$ cat src/design/uoim_defs.svh
// constants of the core interrupt status and mask block
// assumes a 32-bit classic wishbone slave, word aligned offsets
`ifndef UOIM_DEFS_SVH
`define UOIM_DEFS_SVH

// ************************************************************
// register offsets
// ************************************************************
`define UOIM_OFS_CFG     8'h08
`define UOIM_OFS_STATUS  8'h14
`define UOIM_OFS_MASK    8'h18

// ************************************************************
// reset values
// ************************************************************
`define UOIM_MASK_RST    32'h0000_0000
`define UOIM_STATUS_RST  32'h0000_0000

// ************************************************************
// field positions
// ************************************************************
`define UOIM_B_ROLE    0
`define UOIM_B_ROLE_MISMATCH_FLAG    1
`define UOIM_B_PROT    2
`define UOIM_B_SOF     3
`define UOIM_B_RXF     4
`define UOIM_B_NPTX    5
`define UOIM_B_GINAK   6
`define UOIM_B_GONAK   7
`define UOIM_B_EARLY_IDLE_FLAG    10
`define UOIM_B_SUSP    11
`define UOIM_B_BRST    12
`define UOIM_B_ENUM    13
`define UOIM_B_ISOD    14
`define UOIM_B_PERIODIC_FRAME_END_FLAG    15
`define UOIM_B_IN_ENDPOINT_SUMMARY    18
`define UOIM_B_OUTEP   19
`define UOIM_B_IISO    20
`define UOIM_B_IPER    21
`define UOIM_B_HOST_PORT_CHANGE_SUMMARY   24
`define UOIM_B_HOST_CHANNEL_SUMMARY   25
`define UOIM_B_PTX     26
`define UOIM_B_CID     28
`define UOIM_B_DISC    29
`define UOIM_B_SESSION_REQUEST_FLAG    30
`define UOIM_B_WAKE    31
`define UOIM_B_GIE     0

// write-one-to-clear bits and valid mask bits
`define UOIM_W1C_BITS  32'hf030_fc0a
`define UOIM_MASK_BITS 32'hf73e_fcfe

// ************************************************************
// timing
// ************************************************************
`define UOIM_CLK_MHZ      250
`define UOIM_IDLE_MS      3
`define UOIM_IDLE_CYCLES  (`UOIM_IDLE_MS * 1000 * `UOIM_CLK_MHZ)

`endif

$ cat src/design/uoim_pkg.sv
// types of the core interrupt status and mask block
// assumes uoim_defs.svh is on the include path
`default_nettype none
package uoim_pkg;
  typedef enum logic [1:0] {UOIM_IDLE, UOIM_ACK} uoim_bus_type;
  typedef logic [31:0] uoim_word_type;
endpackage
`default_nettype wire

$ cat src/design/uoim_idle_timer.sv
// bus idle timer: raises a one-cycle pulse after a long idle stretch
// assumes idle_i is already synchronous to clk_i
`include "uoim_defs.svh"
`default_nettype none
module uoim_idle_timer
#(
  parameter int unsigned IDLE_CYCLES = `UOIM_IDLE_CYCLES
)
(
  // clock and reset
  input  wire logic clk_i,
  input  wire logic rst_i,
  // idle level and expiry pulse
  input  wire logic idle_i,
  output var  logic expired_o
);
  import uoim_pkg::*;

  typedef struct packed
  {
    logic [31:0] count;
    logic        done;
    logic        pulse;
  } uoim_timer_type;

  uoim_timer_type state_ff;
  uoim_timer_type nxt_state;

  always_comb
  begin
    nxt_state       = state_ff;
    nxt_state.pulse = 1'b0;
    if (!idle_i)
    begin
      nxt_state.count = 32'h0000_0000;
      nxt_state.done  = 1'b0;
    end
    else if (!state_ff.done)
    begin
      if (state_ff.count >= IDLE_CYCLES - 1)
      begin
        nxt_state.done  = 1'b1;
        nxt_state.pulse = 1'b1;
      end
      else
      begin
        nxt_state.count = state_ff.count + 32'h0000_0001;
      end
    end
  end

  always_ff @(posedge clk_i)
  begin
    if (rst_i)
    begin
      state_ff <= '0;
    end
    else
    begin
      state_ff <= nxt_state;
    end
  end

  assign expired_o = state_ff.pulse;
endmodule
`default_nettype wire

$ cat src/design/uoim_core_irq.sv
// core interrupt status word, enable mask, global enable and irq line
// assumes event pulses and levels come from core logic on clk_i
//
// The Wishbone interface to the registers was decided locally.
`include "uoim_defs.svh"
`default_nettype none
module uoim_core_irq
#(
  parameter int unsigned IDLE_CYCLES = `UOIM_IDLE_CYCLES
)
(
  // clock and reset
  input  wire logic                  clk_i,
  input  wire logic                  rst_i,
  // wishbone slave
  input  wire logic                  wb_cyc_i,
  input  wire logic                  wb_stb_i,
  input  wire logic                  wb_we_i,
  input  wire logic [7:0]            wb_adr_i,
  input  wire logic [3:0]            wb_sel_i,
  input  wire uoim_pkg::uoim_word_type wb_dat_i,
  output var  uoim_pkg::uoim_word_type wb_dat_o,
  output var  logic                  wb_ack_o,
  // role and access checks
  input  wire logic                  host_role_i,
  input  wire logic                  wrong_role_access_i,
  // level sources
  input  wire logic                  protocol_event_pending_i,
  input  wire logic                  rx_fifo_pending_i,
  input  wire logic                  nonperiodic_tx_cond_i,
  input  wire logic                  nonperiodic_queue_space_i,
  input  wire logic                  global_in_nak_active_i,
  input  wire logic                  global_out_nak_active_i,
  input  wire logic                  in_endpoint_pending_i,
  input  wire logic                  out_endpoint_pending_i,
  input  wire logic                  host_port_change_i,
  input  wire logic                  host_channel_pending_i,
  input  wire logic                  periodic_tx_empty_i,
  input  wire logic                  periodic_queue_space_i,
  input  wire logic                  bus_idle_i,
  input  wire logic                  full_speed_i,
  // event pulses
  input  wire logic                  sof_event_i,
  input  wire logic                  bus_suspend_i,
  input  wire logic                  bus_reset_i,
  input  wire logic                  enum_done_i,
  input  wire logic                  iso_out_drop_i,
  input  wire logic                  frame_interval_i,
  input  wire logic                  iso_in_incomplete_i,
  input  wire logic                  periodic_incomplete_i,
  input  wire logic                  connector_id_change_i,
  input  wire logic                  disconnect_i,
  input  wire logic                  session_event_i,
  input  wire logic                  resume_wakeup_i,
  // interrupt line
  output var  logic                  irq_o
);
  import uoim_pkg::*;

  // ************************************************************
  // state
  // ************************************************************
  typedef struct packed
  {
    uoim_bus_type  bus;
    uoim_word_type rdata;
    logic          ack;
    uoim_word_type sticky;
    uoim_word_type mask;
    logic          gie;
    logic          irq;
  } uoim_state_type;

  uoim_state_type state_ff;
  uoim_state_type nxt_state;
  logic           idle_expired;
  // ************************************************************
  // combinational words
  // ************************************************************
  uoim_word_type  live_any;
  uoim_word_type  live_host;
  uoim_word_type  live_dev;
  uoim_word_type  live;
  uoim_word_type  set_any;
  uoim_word_type  set_host;
  uoim_word_type  set_dev;
  uoim_word_type  set_ev;
  uoim_word_type  status;
  uoim_word_type  pending;
  uoim_word_type  wr_word;

  // ************************************************************
  // helpers
  // ************************************************************
  // byte-lane merge of write data
  function automatic uoim_word_type lane_merge(input uoim_word_type old,
                                               input uoim_word_type din,
                                               input logic [3:0] sel);
    uoim_word_type r;
    r = old;
    for (int i = 0; i < 4; i++)
    begin
      if (sel[i])
      begin
        r[i*8 +: 8] = din[i*8 +: 8];
      end
    end
    return r;
  endfunction

  // ************************************************************
  // role selection
  // ************************************************************
  function automatic uoim_word_type role_pick(input logic          host,
                                              input uoim_word_type h_word,
                                              input uoim_word_type p_word);
    uoim_word_type r;
    r = p_word;
    if (host)
    begin
      r = h_word;
    end
    return r;
  endfunction

  // ************************************************************
  // read data
  // ************************************************************
  function automatic uoim_word_type read_word(input logic [7:0]    adr,
                                              input uoim_word_type stat,
                                              input uoim_word_type msk,
                                              input logic          en);
    uoim_word_type r;
    r = 32'h0000_0000;
    case (adr)
      `UOIM_OFS_STATUS:
      begin
        r = stat;
      end
      `UOIM_OFS_MASK:
      begin
        r = msk;
      end
      `UOIM_OFS_CFG:
      begin
        r = {31'h0000_0000, en};
      end
      default:
      begin
        r = 32'h0000_0000;
      end
    endcase
    return r;
  endfunction

  // ************************************************************
  // idle timer
  // ************************************************************
  uoim_idle_timer #(
    .IDLE_CYCLES (IDLE_CYCLES)
  ) u_idle (
    .clk_i     (clk_i),
    .rst_i     (rst_i),
    .idle_i    (bus_idle_i & ~host_role_i),
    .expired_o (idle_expired)
  );

  // ************************************************************
  // levels seen in either role
  // ************************************************************
  always_comb
  begin
    live_any = 32'h0000_0000;
    live_any[`UOIM_B_ROLE] = host_role_i;
    live_any[`UOIM_B_PROT] = protocol_event_pending_i;
    live_any[`UOIM_B_RXF]  = rx_fifo_pending_i;
  end

  // ************************************************************
  // levels seen in host role only
  // ************************************************************
  always_comb
  begin
    live_host = 32'h0000_0000;
    live_host[`UOIM_B_NPTX]  = nonperiodic_tx_cond_i & nonperiodic_queue_space_i;
    live_host[`UOIM_B_HOST_PORT_CHANGE_SUMMARY] = host_port_change_i;
    live_host[`UOIM_B_HOST_CHANNEL_SUMMARY] = host_channel_pending_i;
    live_host[`UOIM_B_PTX]   = periodic_tx_empty_i & periodic_queue_space_i;
  end

  // ************************************************************
  // levels seen in peripheral role only
  // ************************************************************
  always_comb
  begin
    live_dev = 32'h0000_0000;
    live_dev[`UOIM_B_GINAK] = global_in_nak_active_i;
    live_dev[`UOIM_B_GONAK] = global_out_nak_active_i;
    live_dev[`UOIM_B_IN_ENDPOINT_SUMMARY]  = in_endpoint_pending_i;
    live_dev[`UOIM_B_OUTEP] = out_endpoint_pending_i;
  end

  assign live = live_any | role_pick(host_role_i, live_host, live_dev);

  // ************************************************************
  // events seen in either role
  // ************************************************************
  always_comb
  begin
    set_any = 32'h0000_0000;
    set_any[`UOIM_B_ROLE_MISMATCH_FLAG] = wrong_role_access_i;
    set_any[`UOIM_B_CID]  = connector_id_change_i;
    set_any[`UOIM_B_DISC] = disconnect_i;
    set_any[`UOIM_B_SESSION_REQUEST_FLAG] = session_event_i;
    set_any[`UOIM_B_WAKE] = resume_wakeup_i;
  end

  // ************************************************************
  // events seen in host role only
  // ************************************************************
  always_comb
  begin
    set_host = 32'h0000_0000;
    set_host[`UOIM_B_SOF]  = sof_event_i;
    set_host[`UOIM_B_IPER] = periodic_incomplete_i;
  end

  // ************************************************************
  // events seen in peripheral role only
  // ************************************************************
  always_comb
  begin
    set_dev = 32'h0000_0000;
    set_dev[`UOIM_B_SOF]  = sof_event_i & full_speed_i;
    set_dev[`UOIM_B_EARLY_IDLE_FLAG] = idle_expired;
    set_dev[`UOIM_B_SUSP] = bus_suspend_i;
    set_dev[`UOIM_B_BRST] = bus_reset_i;
    set_dev[`UOIM_B_ENUM] = enum_done_i;
    set_dev[`UOIM_B_ISOD] = iso_out_drop_i;
    set_dev[`UOIM_B_PERIODIC_FRAME_END_FLAG] = frame_interval_i;
    set_dev[`UOIM_B_IISO] = frame_interval_i & iso_in_incomplete_i;
    set_dev[`UOIM_B_IPER] = frame_interval_i & periodic_incomplete_i;
  end

  assign set_ev = set_any | role_pick(host_role_i, set_host, set_dev);
  assign status = (state_ff.sticky & `UOIM_W1C_BITS) | live;

  // ************************************************************
  // combined interrupt
  // ************************************************************
  assign pending = status & state_ff.mask;

  // ************************************************************
  // next state
  // ************************************************************
  always_comb
  begin
    nxt_state     = state_ff;
    nxt_state.ack = 1'b0;
    wr_word       = lane_merge(32'h0000_0000, wb_dat_i, wb_sel_i);
    case (state_ff.bus)
      UOIM_IDLE:
      begin
        if (wb_cyc_i && wb_stb_i)
        begin
          nxt_state.ack = 1'b1;
          nxt_state.bus = UOIM_ACK;
          nxt_state.rdata = read_word(wb_adr_i, status, state_ff.mask, state_ff.gie);
          case (wb_adr_i)
            `UOIM_OFS_STATUS:
            begin
              if (wb_we_i)
              begin
                nxt_state.sticky = state_ff.sticky & ~(wr_word & `UOIM_W1C_BITS);
              end
            end
            `UOIM_OFS_MASK:
            begin
              if (wb_we_i)
              begin
                nxt_state.mask = lane_merge(state_ff.mask, wb_dat_i, wb_sel_i)
                                 & `UOIM_MASK_BITS;
              end
            end
            `UOIM_OFS_CFG:
            begin
              if (wb_we_i && wb_sel_i[0])
              begin
                nxt_state.gie = wb_dat_i[`UOIM_B_GIE];
              end
            end
            default:
            begin
              nxt_state.rdata = 32'h0000_0000;
            end
          endcase
        end
      end
      UOIM_ACK:
      begin
        nxt_state.bus = UOIM_IDLE;
      end
      default:
      begin
        nxt_state.bus = UOIM_IDLE;
      end
    endcase
    // set wins over a same-cycle clear; status sets whatever the mask
    nxt_state.sticky = (nxt_state.sticky | set_ev) & `UOIM_W1C_BITS;
    nxt_state.irq = state_ff.gie & (|pending);
  end

  // ************************************************************
  // registers
  // ************************************************************
  always_ff @(posedge clk_i)
  begin
    if (rst_i)
    begin
      state_ff.bus    <= UOIM_IDLE;
      state_ff.rdata  <= 32'h0000_0000;
      state_ff.ack    <= 1'b0;
      state_ff.sticky <= `UOIM_STATUS_RST;
      state_ff.mask   <= `UOIM_MASK_RST;
      state_ff.gie    <= 1'b0;
      state_ff.irq    <= 1'b0;
    end
    else
    begin
      state_ff <= nxt_state;
    end
  end

  // ************************************************************
  // outputs
  // ************************************************************
  assign wb_dat_o = state_ff.rdata;
  assign wb_ack_o = state_ff.ack;
  assign irq_o    = state_ff.irq;
endmodule
`default_nettype wire

$ cat config.mk
export PLATFORM = sky130hd
export DESIGN_NAME = uoim_core_irq
export DESIGN_NICKNAME = d
export VERILOG_FILES = /design/src/design/uoim_pkg.sv /design/src/design/uoim_idle_timer.sv /design/src/design/uoim_core_irq.sv
export VERILOG_INCLUDE_DIRS = /design/src /design/src/design
export SDC_FILE = /design/constraint.sdc
export NUM_CORES = 1
export LEC_CHECK = 0
export ABC_AREA = 1
export BUFFER_PORTS_ARGS = -buffer_cell sky130_fd_sc_hd__buf_2
export CAP_MARGIN = 30
export CELL_PAD_IN_SITES_DETAIL_PLACEMENT = 0
export CELL_PAD_IN_SITES_GLOBAL_PLACEMENT = 1
export CORE_MARGIN = 2
export CORE_UTILIZATION = 38
export DETAILED_ROUTE_END_ITERATION = 8
export PLACE_DENSITY = 0.84
export REMOVE_ABC_BUFFERS = 1
export SLEW_MARGIN = 25
export SYNTH_ARGS = -nofsm -noshare
export SYNTH_HDL_FRONTEND = slang
export SYNTH_HIERARCHICAL = 1
export SYNTH_SLANG_ARGS = --single-unit
$ cat constraint.sdc
create_clock -name clk_i -period 2.4 [get_ports clk_i]
set_clock_uncertainty 0.15 [all_clocks]
set_input_delay 0.24 -clock clk_i [delete_from_list [all_inputs] [get_ports clk_i]]
set_output_delay 0.24 -clock clk_i [all_outputs]
set_load 0.02 [all_outputs]
# == Word level (Yosys, flattened, before mapping) ==
# Index checks and enable logic that the tools add are counted.
# word_totals
reg_bits,127
input_bits,77
out_inout_bits,34
word_cells,75
# op_classes
add_sub_neg,1
order_cmp,1
eq_ne,3
muxes,22
n_bitwise,19
reduce_logical,15
# op_table
operator,count
2-to-1 mux 32 bit,5
OR 32 bit,3
2-to-1 mux 66 bit,1
2-to-1 mux 65 bit,1
AND 32 bit,2
case mux 32 bit (2 select lines),1
2-to-1 mux 8 bit,5
"adder 32 x 1 -> 32 bit, second input constant",1
"greater-or-equal comparator 32 x 20 -> 1 bit, second input constant",1
NOT 32 bit,1
OR 5 x 32 -> 32 bit,1
OR reduction 32 bit,1
2-to-1 mux 27 bit,1
2-to-1 mux 22 bit,1
AND reduction 5 bit,4
"== test 8 x 5 -> 1 bit, second input constant",2
2-to-1 mux 6 bit,2
"== test 8 x 4 -> 1 bit, second input constant",1
AND 1 bit,7
OR reduction 3 bit,2
NOT 1 bit,5
2-to-1 mux 2 bit,2
2-to-1 mux 4 bit,1
AND reduction 2 bit,2
5 further kinds,8

# == Depth between registers and ports, before layout ==
# Gate-level depths: netlist (run 1).
# depth
word_depth,8
ltp_mapped,12
ltp_nobuf,12

# == Hierarchy ==
# Netlist (run 1), hierarchy kept.
# by_module_without_submodules
module,n_inst,cells_each,area_each_um2,seq_area_each_um2
uoim_core_irq,1,518,3482.1,1381.3
uoim_idle_timer,1,267,1806.7,680.7

# == Least setup slack after synthesis (run 1) ==
# No wires, ideal clock.
# synth_timing
path_kind,reg-to-reg
start,register u_idle/state_ff[2] (netlist name)
end,register u_idle/state_ff[2] (netlist name)
setup_time_ns,0.134
t_arrival_ns,1.373
required_time_ns,2.116
path_slack_ns,0.743
path_stages_with_launch,12
path_buffers,1
synth_period_minus_slack_ns,1.657
cell_sequence,dfxtp_1 ha_1 nand2_1 nor2_4 nand3_2 nand2_1 nand2_1 nand2_2 nand2_4 buf_2 nand4_1 a21oi_1
# synth_between
elab_chain_cells,3
word_cells_on_any_way,4
# synth_lines
item,line,source
"start, declared",uoim_idle_timer.sv:26,uoim_timer_type state_ff;
"start signal, assigned",uoim_idle_timer.sv:60,state_ff <= nxt_state;
greater-or-equal comparator 32 x 20 -> 1 bit,uoim_idle_timer.sv:40,if (state_ff.count >= IDLE_CYCLES - 1)
NOT 1 bit (no source line),--,
AND reduction 2 bit (no source line),--,
# Several ways; a longest one is shown, not always the timed one.
# A chain may end at the register's enable or synchronous reset.

# == Final worst setup path (run 1) ==
# layout_timing
start,register u_idle/state_ff[2] (netlist name)
end,register u_idle/state_ff[9] (netlist name)
# The elaborated chain is that of the path after synthesis.

==> load_flow_metrics.sql, run 1 <==
INSERT INTO impl_metrics (metric_group, metric, value, unit) VALUES
('status', 'run_status', 'complete, no violations', ''),
('synth', 'yosys_most_used_dff', 'dfxtp_1', ''),
('cells_and_area', 'final_nets', '948', ''),
('floorplanning', 'die_h', '122', 'um'),
('place', 'hpwl', '9700', 'um'),
('timing', 'finalSetupTns', '0', 'ns'),
('clocking', 'htree_levels', '3', ''),
('global_routing', 'first_global_vias', '4677', ''),
('synth', 'netlist_instances', '785', ''),
('floorplanning', 'core.rowCount', '43', ''),
('synth', 'ys_async_sr_fraction', '0', ''),
('hold_path', 'hold_class', 'input port to register', ''),
('setup_path', 'r2r-end', 'u_idle/state_ff[9]$_SDFFE_PP0P_', ''),
('clocking', 'cts_tree', 'done', ''),
('timing', 'max_clock_freq', '512', 'MHz'),
('power', 'power_per_cell_area', '568', 'mW/mm^2'),
('timing', 'final-hold-violation-count', '0', ''),
('setup_path', 'critical_path.startpoint_type', 'register', ''),
('timing', 'setup_repair_after_global_routing_missed_its_margin', 'false', ''),
('power', 'power.ir.vdd_worst', '496', 'uV'),
('place', 'dp_area', '0.00569', 'sq mm'),
('detailed_routing', 'final_routed_wire_length_divided_by_cell_count', '13.0', 'um'),
('detailed_routing', 'antenna_violating_nets_post_route', '0', ''),
('setup_path', 'timing.critical_path.to_type', 'register', ''),
('detailed_routing', 'totalWireLength', '13700', 'um'),
('global_routing', 'wire_length_of_the_first_global_routing_pass', '22500', 'um'),
('cells_and_area', 'final_common_cell', 'nand2_1', ''),
('global_routing', 'grt_use_total', '0.191', ''),
('timing', 'final_min_period_over_clock_period', '0.813', ''),
('global_routing', 'antenna_found_initial', '1', ''),
('floorplanning', 'floorplan.die_area', '0.0149', 'sq mm'),
('synth', 'ys_ff_latch', '103', ''),
('synth', 'ys_warn_count', '6', ''),
('clocking', 'clkSinkCount', '103', ''),
('setup_path', 'r2r_setup_slack', '0.45', 'ns'),
('cells_and_area', 'most_frequent_cells_in_the_layout', 'nand2_1, dfxtp_1, buf_2', ''),
('detailed_routing', 'vias', '5018', ''),
('detailed_routing', 'drt_pass1_iterations', '4', ''),
('cells_and_area', 'final_core_util', '0.454', ''),
('setup_path', 'data_arrival_time_of_the_worst_path', '2.08', 'ns'),
('setup_path', 'worstPathMaxFanout', '27', ''),
('timing', 'final-setup-viol-count', '0', ''),
('floorplanning', 'initial_utilization', '0.385', ''),
('cells_and_area', 'sequential_cell_area_in_the_final_layout', '0.00206', 'sq mm'),
('clocking', 'cts_buffer_depth', '2', ''),
('cells_and_area', 'final_area', '0.00622', 'sq mm'),
('hold_path', 'hold_path_depth', '3', ''),
('floorplanning', 'core_region_area', '0.0137', 'sq mm'),
('place', 'place_congestion', '0.778', ''),
('floorplanning', 'die-width', '122', 'um'),
('synth', 'syn-cell-area', '0.00529', 'sq mm'),
('synth', 'yosysUniqueCellTypes', '34', ''),
('setup_path', 'worstSetupPathType', 'register to register', ''),
('place', 'port_buffers', '98', ''),
('cells_and_area', 'antenna_cells_inserted', '0', ''),
('cells_and_area', 'final_layout_size_suffix_gt1_frac', '0.174', ''),
('detailed_routing', 'drt-initial-drc-count', '347', ''),
('hold_path', 'hp-start', 'wb_dat_i[1]', ''),
('clocking', 'clk_root_buffer_cell', 'clkbuf_16', ''),
('clocking', 'cts_buffers', '9', ''),
('global_routing', 'grt_remaining_overflow', '0', ''),
('hold_path', 'hold-path-endpoint', 'state_ff[3]$_SDFFE_PP0P_', ''),
('setup_path', 'worst-r2r-cell-count', '11', ''),
('detailed_routing', 'vias_per_cell', '4.76', ''),
('clocking', 'clock_latency', '0.35', 'ns'),
('synth', 'synth-edff-count', '0', ''),
('synth', 'synth.avg_cell_area', '6.74', 'sq um'),
('timing', 'timing_max_transition_violations_final', '0', ''),
('job', 'max_cap_violations', '0', ''),
('floorplanning', 'pin_count', '111', ''),
('synth', 'synth_seq_area_share', '0.390', ''),
('setup_path', 'crit_required', '2.53', 'ns'),
('global_routing', 'maximum_number_of_pins_on_one_net_before_global_route_repair', '34', ''),
('detailed_routing', 'drt_drc_violations_left', '0', ''),
('cells_and_area', 'area_of_combinational_cells_with_multiple_inputs', '0.00255', 'sq mm'),
('power', 'power.static_leakage', '2.63', 'nW'),
('cells_and_area', 'syn2layout_area_growth', '17.7', '%'),
('setup_path', 'rr_startpoint', 'u_idle/state_ff[2]$_SDFFE_PP0P_', ''),
('clocking', 'clk_pin_slew', '0.08', 'ns'),
('timing', 'fin_crit', '1.95', 'ns'),
('cells_and_area', 'fillerInstances', '1490', ''),
('power', 'finalPower', '3.54', 'mW');
-- state kept, by name (all words and copies together) (netlist names) --
| name | flops |
|---|---|
| state_ff | 41 |
| u_idle/state_ff | 33 |
| wb_dat_o | 26 |
| irq_o | 1 |
| u_idle/expired_o | 1 |
| wb_ack_o | 1 |
-- how the worst max path moves through the flow --
| stage | from | slack [ns] | depth (start not counted) | end |
|---|---|---|---|---|
| after floorplan | state_ff[99]$_SDFFE_PP0P_ | 0.36 | 5 | state_ff[12]$_SDFFE_PP0P_ |
| after global placement | u_idle/state_ff[2]$_SDFFE_PP0P_ | 0.46 | 11 | u_idle/state_ff[14]$_SDFFE_PP0P_ |
| after detailed placement | u_idle/state_ff[2]$_SDFFE_PP0P_ | 0.45 | 11 | u_idle/state_ff[8]$_SDFFE_PP0P_ |
| after CTS | u_idle/state_ff[3]$_SDFFE_PP0P_ | 0.44 | 11 | u_idle/state_ff[9]$_SDFFE_PP0P_ |
| after global routing | u_idle/state_ff[3]$_SDFFE_PP0P_ | 0.25 | 11 | u_idle/state_ff[9]$_SDFFE_PP0P_ |
| final | u_idle/state_ff[2]$_SDFFE_PP0P_ | 0.45 | 11 | u_idle/state_ff[9]$_SDFFE_PP0P_ |
-- cells by family (layout without fill, tap and decap cells) --
family	Yosys count	in the layout	synth area share
other	1	6	0.000709
buffers and inverters	129	214	0.131
AND/OR/NAND/NOR	452	452	0.375
flip-flops	103	103	0.390
XOR/XNOR	7	7	0.0116
adder cells (fa/ha/maj)	1	1	0.00237
AO/OA/AOI/OAI	92	92	0.0894
-- layout make-up --
cell class / count / share of cell area
clock inverter: 6 / 0.0119
tap: 180 / 0.0362
inverter: 64 / 0.0394
sequential: 103 / 0.331
multi-input combinational: 558 / 0.410
timing repair buffer: 134 / 0.133
clock buffer: 10 / 0.0384
-- critical path, cell delays in order (launching register included) --
cell and delay, ns:
dfxtp_1 0.38, ha_1 0.22, nand2_1 0.10, nor2_4 0.13
nand3_2 0.07, nand2_1 0.07, nand2_1 0.06, nand2_2 0.07
nand2_4 0.18, nand3_4 0.24, nand2_1 0.08, a21oi_1 0.13
-- cell usage after synthesis, drive strengths merged (3+ instances only) --
library cell / instances / area [sq um]
a21oi: 75 / 379
buf: 51 / 397
clkbuf: 14 / 52.6
clkinv: 3 / 16.3
dfxtp: 103 / 2060
inv: 61 / 229
nand2: 261 / 1010
nand3: 69 / 363
nand4: 29 / 181
nor2: 81 / 332
nor3: 8 / 62.6
o21ai: 15 / 75.1
xnor2: 3 / 26.3
xor2: 4 / 35.0
-- repair_timing --
item                                   in CTS  in global routing
endpoints found under the hold margin      22                  0
hold buffers                               22                  0
setup buffers                               0                  0
gates resized for setup                     0                  0
-- routing by layer --
layer | track usage | wire length, um
met5 | 0 | 13
met4 | 0.0445 | 114
met3 | 0.0482 | 720
met2 | 0.337 | 6620
met1 | 0.232 | 6270
-- report_power, final --
group | total (mW) | internal, mW | switching, mW | leakage, nW
Combinational | 0.247 | 0.108 | 0.139 | 1.65
Sequential | 1.74 | 1.73 | 0.0123 | 0.833
Clock | 1.55 | 0.853 | 0.699 | 0.148
-- per-stage QoR --
stage	hold slack, ns	instances	worst slack [ns]
3_3_place_gp	0.265	1017	0.464
4_1_cts	0.00107	1055	0.440
6_report	0.0134	1055	0.449
3_5_place_dp	0.270	1017	0.448
5_1_grt	0.0173	1055	0.249
2_1_floorplan	0.159	725	0.364
No activity file was read; power rests on OpenSTA's default activity.
==> run 2: changes to the inputs <==
clock period = 2.05 ns   (was 2.4 ns; I/O delays follow)
==> run 2 against run 1 <==
Net effect:
- via count up 3.2%
- non-clock buffer count is 26 higher
- final cell count up 2.5%
- critical path depth unchanged
- die area is the same
- combinational power grew 28%
- sequential share of layout area down 1.3 points
- setup slack worse by 0.23 ns
- clock power is 14% higher
- count of clock-buffer cells in the layout unchanged
- critical path type unchanged
==> load_flow_metrics.sql, run 2 (synthesis gave the netlist of run 1 again) <==
INSERT INTO impl_metrics (metric_group, metric, value, unit) VALUES
('status', 'run_status', 'complete, no violations', ''),
('cells_and_area', 'syn2layout_area_growth', '22.4', '%'),
('setup_path', 'worstPathMaxFanout', '23', ''),
('setup_path', 'critical-path-top-cell-by-count', 'nand2_1', ''),
('power', 'power_per_cell_area', '636', 'mW/mm^2'),
('clocking', 'cts_buffer_depth', '2', ''),
('setup_path', 'cpPeakStageDelay', '0.33', 'ns'),
('hold_path', 'hold_class', 'input port to register', ''),
('floorplanning', 'die-width', '122', 'um'),
('floorplanning', 'die_h', '122', 'um'),
('job', 'max_cap_violations', '0', ''),
('clocking', 'clk_root_buffer_cell', 'clkbuf_16', ''),
('cells_and_area', 'sequential_cell_area_in_the_final_layout', '0.00206', 'sq mm'),
('cells_and_area', 'most_frequent_cells_in_the_layout', 'nand2_1, dfxtp_1, buf_2', ''),
('timing', 'fin_crit', '1.83', 'ns'),
('detailed_routing', 'vias', '5179', ''),
('clocking', 'clk_pin_slew', '0.08', 'ns'),
('clocking', 'cts_tree', 'done', ''),
('setup_path', 'worstSetupPathType', 'register to register', ''),
('detailed_routing', 'totalWireLength', '14100', 'um'),
('cells_and_area', 'final_common_cell', 'nand2_1', ''),
('setup_path', 'critical_path.startpoint_type', 'register', ''),
('cells_and_area', 'area_of_combinational_cells_with_multiple_inputs', '0.00258', 'sq mm'),
('detailed_routing', 'drt_pass1_iterations', '5', ''),
('place', 'place_congestion', '0.811', ''),
('timing', 'finalSetupTns', '0', 'ns'),
('detailed_routing', 'drt_drc_violations_left', '0', ''),
('cells_and_area', 'final_nets', '975', ''),
('clocking', 'clock_latency', '0.35', 'ns'),
('global_routing', 'antenna_found_initial', '0', ''),
('setup_path', 'critical-path-top-delay-family', 'simple AND/OR/NAND/NOR gates', ''),
('timing', 'max_clock_freq', '546', 'MHz'),
('global_routing', 'wire_length_of_the_first_global_routing_pass', '22900', 'um'),
('global_routing', 'grt_remaining_overflow', '0', ''),
('setup_path', 'critical_path.slowest_cell', 'dfxtp_1', ''),
('global_routing', 'first_global_vias', '4726', ''),
('global_routing', 'grt_use_total', '0.195', ''),
('timing', 'timing_max_transition_violations_final', '0', ''),
('floorplanning', 'core_region_area', '0.0137', 'sq mm'),
('clocking', 'cts_buffers', '9', ''),
('timing', 'setup_repair_after_global_routing_missed_its_margin', 'false', ''),
('clocking', 'htree_levels', '3', ''),
('detailed_routing', 'antenna_violating_nets_post_route', '0', ''),
('floorplanning', 'core.rowCount', '43', ''),
('detailed_routing', 'vias_per_cell', '4.79', ''),
('detailed_routing', 'drt-initial-drc-count', '458', ''),
('detailed_routing', 'final_routed_wire_length_divided_by_cell_count', '13.0', 'um'),
('floorplanning', 'pin_count', '111', ''),
('cells_and_area', 'fillerInstances', '1446', ''),
('place', 'port_buffers', '98', ''),
('timing', 'final_min_period_over_clock_period', '0.894', ''),
('setup_path', 'timing.critical_path.buf_inv', '1', ''),
('floorplanning', 'initial_utilization', '0.385', ''),
('timing', 'final-setup-viol-count', '0', ''),
('setup_path', 'data_arrival_time_of_the_worst_path', '1.91', 'ns'),
('place', 'hpwl', '9920', 'um'),
('cells_and_area', 'final_layout_size_suffix_gt1_frac', '0.180', ''),
('cells_and_area', 'antenna_cells_inserted', '0', ''),
('power', 'finalPower', '4.12', 'mW'),
('power', 'power.ir.vdd_worst', '477', 'uV'),
('setup_path', 'timing.critical_path.to_type', 'register', ''),
('setup_path', 'timing.critical_path.cells', 'ha_1 -> nand2_1 -> nor2_4 -> nand3_2 -> nand2_1 -> nand2_1 -> nand2_2 -> nand2_8 -> buf_4 -> nand4_1 -> a21oi_1', ''),
('power', 'power.static_leakage', '2.73', 'nW'),
('timing', 'final-hold-violation-count', '0', ''),
('cells_and_area', 'regMostFlops', 'state_ff', ''),
('setup_path', 'crit_required', '2.12', 'ns'),
('global_routing', 'maximum_number_of_pins_on_one_net_before_global_route_repair', '37', ''),
('cells_and_area', 'largest_reg_flops', '41', ''),
('clocking', 'clkSinkCount', '103', ''),
('floorplanning', 'floorplan.die_area', '0.0149', 'sq mm');
## run 2: power by group
part           leakage [nW]  internal, mW  switching (mW)
Combinational          1.76         0.147           0.168
Clock                 0.143         0.987           0.783
Sequential            0.833          2.02          0.0140
## run 2: area by class of cell
type                       instances  share of cell area
clock buffer                      10              0.0369
timing repair buffer             160               0.163
inverter                          64              0.0379
clock inverter                     5              0.0101
multi-input combinational        559               0.399
tap                              180              0.0348
sequential                       103               0.319
## run 2: routing by layer
metal | up-vias | GRT usage | wire [um]
met5 | - | 0 | 0
met4 | 0 | 0.0424 | 165
met3 | 18 | 0.0506 | 771
li1 | 2716 | - | -
met2 | 117 | 0.338 | 6800
met1 | 2328 | 0.242 | 6330
## run 2: worst register-to-register path, delay by kind of cell, from the launching register on
| family | cells | cell delay, ns |
|---|---|---|
| flops | 1 | 0.33 |
| simple gates | 8 | 0.73 |
| compound gates | 1 | 0.07 |
| fa+ha+maj | 1 | 0.21 |
| buf+inv | 1 | 0.21 |
## run 2: path summary, 6_finish.rpt
path / start / endpoint / depth (start not counted) / slack [ns]
setup reg to reg: u_idle/state_ff[2]$_SDFFE_PP0P_ / u_idle/state_ff[13]$_SDFFE_PP0P_ / 11 / 0.22
setup / recovery: u_idle/state_ff[2]$_SDFFE_PP0P_ / u_idle/state_ff[13]$_SDFFE_PP0P_ / 11 / 0.22
hold / removal: full_speed_i / state_ff[37]$_SDFF_PP0_ / 3 / 0.05
hold reg to reg: u_idle/state_ff[28]$_SDFFE_PP0P_ / u_idle/state_ff[28]$_SDFFE_PP0P_ / 2 / 0.28
## run 2: repair_timing
action,4_1_cts,5_1_grt
hold endpoints to repair,38,0
gates resized for setup,0,3
setup buffers,0,0
endpoints found under the setup margin,0,13
hold buffers,39,0
## run 2: per-stage QoR
step | setup WS (ns) | std cells | util | cell area (sq um) | hold WS, ns
after detailed placement | 0.166 | 1026 | 0.419 | 5750 | 0.270
after CTS | 0.156 | 1080 | 0.469 | 6440 | 0.0321
after floorplan | 0.0140 | 725 | - | 4860 | 0.124
after global placement | 0.189 | 1026 | 0.419 | 5750 | 0.259
final | 0.217 | 1081 | 0.472 | 6470 | 0.0536
after global routing | 0.00591 | 1081 | 0.472 | 6470 | 0.0566
==> run 3: changes to the inputs <==
PLACE_DENSITY = 0.76   (was 0.84)
REMOVE_ABC_BUFFERS = default   (was 1)
==> run 3 against run 2 <==
Net effect:
- setup slack got worse by 0.066 ns
- sequential power barely moved
- via count grew 1.9%
- design area down 0.54%
- first-iteration DRC count fell by 20%
- critical path depth shrank 3
==> load_flow_metrics.sql, run 3 (synthesis gave the netlist of run 1 again) <==
INSERT INTO impl_metrics (metric_group, metric, value, unit) VALUES
('hold_path', 'hold-path-endpoint', 'state_ff[9]$_SDFFE_PP0P_', ''),
('cells_and_area', 'regMostFlops', 'state_ff', ''),
('setup_path', 'worstSetupPathType', 'register to register', ''),
('clocking', 'cts_buffer_depth', '2', ''),
('cells_and_area', 'fillerInstances', '1452', ''),
('setup_path', 'worst-r2r-cell-count', '8', ''),
('clocking', 'clk_pin_slew', '0.07', 'ns'),
('timing', 'final_min_period_over_clock_period', '0.926', ''),
('global_routing', 'maximum_number_of_pins_on_one_net_before_global_route_repair', '53', ''),
('timing', 'fin_crit', '1.90', 'ns'),
('place', 'port_buffers', '98', ''),
('cells_and_area', 'antenna_cells_inserted', '0', ''),
('power', 'power.static_leakage', '2.73', 'nW'),
('setup_path', 'r2r_setup_slack', '0.15', 'ns'),
('timing', 'finalSetupTns', '0', 'ns'),
('floorplanning', 'core.rowCount', '43', ''),
('hold_path', 'hp-start', 'wb_dat_i[7]', ''),
('clocking', 'clkSinkCount', '103', ''),
('clocking', 'htree_levels', '3', ''),
('timing', 'worst-slew-pin-transition', '0.573', 'ns'),
('cells_and_area', 'final_nets', '970', ''),
('hold_path', 'hold_path_depth', '3', ''),
('detailed_routing', 'vias', '5278', ''),
('setup_path', 'r2r-end', 'u_idle/state_ff[4]$_SDFFE_PP0P_', ''),
('setup_path', 'timing.critical_path.to_type', 'register', ''),
('timing', 'hold-worst-slack', '0.0150', 'ns'),
('detailed_routing', 'top_layer', 'met4', ''),
('cells_and_area', 'sequential_cell_area_in_the_final_layout', '0.00206', 'sq mm'),
('power', 'power.ir.vdd_worst', '355', 'uV'),
('status', 'run_status', 'complete, no violations', ''),
('detailed_routing', 'drt_pass1_iterations', '5', ''),
('setup_path', 'critical_path.startpoint_type', 'register', ''),
('global_routing', 'grt_remaining_overflow', '0', ''),
('detailed_routing', 'routed-wl-met3', '815', 'um'),
('power', 'power_per_cell_area', '647', 'mW/mm^2'),
('setup_path', 'data_arrival_time_of_the_worst_path', '2.02', 'ns'),
('cells_and_area', 'largest_reg_flops', '41', ''),
('timing', 'timing.max_slew.rel_slack', '0.616', ''),
('setup_path', 'crit_required', '2.17', 'ns'),
('place', 'hpwl', '10200', 'um'),
('detailed_routing', 'drt_drc_violations_left', '0', ''),
('floorplanning', 'die-width', '122', 'um'),
('floorplanning', 'pin_count', '111', ''),
('global_routing', 'antenna_found_initial', '0', ''),
('global_routing', 'first_global_vias', '4976', ''),
('detailed_routing', 'totalWireLength', '14800', 'um'),
('timing', 'max_clock_freq', '527', 'MHz'),
('cells_and_area', 'final_layout_size_suffix_gt1_frac', '0.183', ''),
('place', 'placement.setup.worst_slack', '0.121', 'ns'),
('detailed_routing', 'route.layer.met1.wl', '6630', 'um'),
('job', 'max_cap_violations', '0', ''),
('detailed_routing', 'antenna_violating_nets_post_route', '0', ''),
('timing', 'setup_repair_after_global_routing_missed_its_margin', 'false', ''),
('clocking', 'clock_latency', '0.34', 'ns'),
('cells_and_area', 'area_of_combinational_cells_with_multiple_inputs', '0.00258', 'sq mm'),
('floorplanning', 'floorplan.die_area', '0.0149', 'sq mm'),
('floorplanning', 'initial_utilization', '0.385', ''),
('cells_and_area', 'syn2layout_area_growth', '21.7', '%'),
('timing', 'timing_max_transition_violations_final', '0', ''),
('place', 'place_congestion', '0.842', ''),
('setup_path', 'worstPathMaxFanout', '12', ''),
('detailed_routing', 'vias_per_cell', '4.90', ''),
('clocking', 'clk_root_buffer_cell', 'clkbuf_16', ''),
('detailed_routing', 'met2RoutedLength', '7170', 'um'),
('cells_and_area', 'final_common_cell', 'nand2_1', ''),
('hold_path', 'hold_class', 'input port to register', ''),
('cells_and_area', 'most_frequent_cells_in_the_layout', 'nand2_1, dfxtp_1, buf_2', ''),
('timing', 'final-hold-violation-count', '0', ''),
('floorplanning', 'die_h', '122', 'um'),
('setup_path', 'rr_startpoint', 'u_idle/state_ff[25]$_SDFFE_PP0P_', ''),
('timing', 'final-setup-viol-count', '0', ''),
('detailed_routing', 'drt-initial-drc-count', '366', ''),
('clocking', 'cts_buffers', '9', ''),
('clocking', 'cts_tree', 'done', ''),
('global_routing', 'wire_length_of_the_first_global_routing_pass', '23700', 'um'),
('floorplanning', 'core_region_area', '0.0137', 'sq mm'),
('global_routing', 'grt_use_total', '0.201', ''),
('detailed_routing', 'final_routed_wire_length_divided_by_cell_count', '13.7', 'um'),
('timing', 'worst_slack', '0.151', 'ns');
-- run 3: cell types whose count changed in the layout (fill, tap and decap cells not counted), sizes merged --
cell,previous run,this run
dlygate4sd3,39,34
clkbuf,10,13
clkinvlp,2,0
nand2,261,262
nand3,70,69
-- run 3: where the power goes --
group          switching (mW)  internal, mW
combinational           0.169         0.140
clock                   0.766          1.06
sequential             0.0146          2.02
-- run 3: worst max path at each step --
stage,startpoint,endpoint,slack [ns]
5_1_grt,u_idle/state_ff[25]$_SDFFE_PP0P_,u_idle/state_ff[2]$_SDFFE_PP0P_,0.0006
6_report,u_idle/state_ff[25]$_SDFFE_PP0P_,u_idle/state_ff[4]$_SDFFE_PP0P_,0.15
2_1_floorplan,u_idle/state_ff[2]$_SDFFE_PP0P_,u_idle/state_ff[2]$_SDFFE_PP0P_,0.39
3_3_place_gp,u_idle/state_ff[2]$_SDFFE_PP0P_,u_idle/state_ff[14]$_SDFFE_PP0P_,0.18
4_1_cts,u_idle/state_ff[2]$_SDFFE_PP0P_,u_idle/state_ff[2]$_SDFFE_PP0P_,0.11
3_5_place_dp,u_idle/state_ff[2]$_SDFFE_PP0P_,u_idle/state_ff[8]$_SDFFE_PP0P_,0.12
-- run 3: final cells by class --
class	instances	share of cell area
Timing Repair Buffer	155	0.156
Multi-Input combinational cell	559	0.401
Tap cell	180	0.0350
Sequential cell	103	0.321
Inverter	64	0.0381
Clock buffer	13	0.0420
Clock inverter	3	0.00739
-- run 3: worst max-delay path, cell delays in order (launching register included) --
cell     delay, ns
dfxtp_1       0.32
inv_2         0.06
nand4_1       0.19
nor3_2        0.49
nand2_8       0.15
nand3_4       0.12
buf_4         0.16
nand2_1       0.06
a21oi_1       0.12
-- run 3: repair_timing --
item	4_1_cts	5_1_grt
setup endpoints to repair	0	14
buffers inserted	0	4
endpoints found under the hold margin	34	0
hold buffers	34	0
gates resized for setup	0	6
-- run 3: per-stage QoR --
stage	util	total power, mW	instance area [sq um]	cells
3_5_place_dp	0.417	2.34	5720	1022
5_1_grt	0.469	4.35	6440	1077
3_3_place_gp	0.417	2.34	5720	1022
4_1_cts	0.465	4.21	6370	1072
2_1_floorplan	-	2.22	5310	790
6_report	0.469	4.17	6440	1077
-- run 3: metal layers --
metal	GRT usage	vias to the layer above
met4	0.0524	0
met2	0.343	146
met3	0.0463	10
li1	-	2698
met5	0	-
met1	0.257	2424
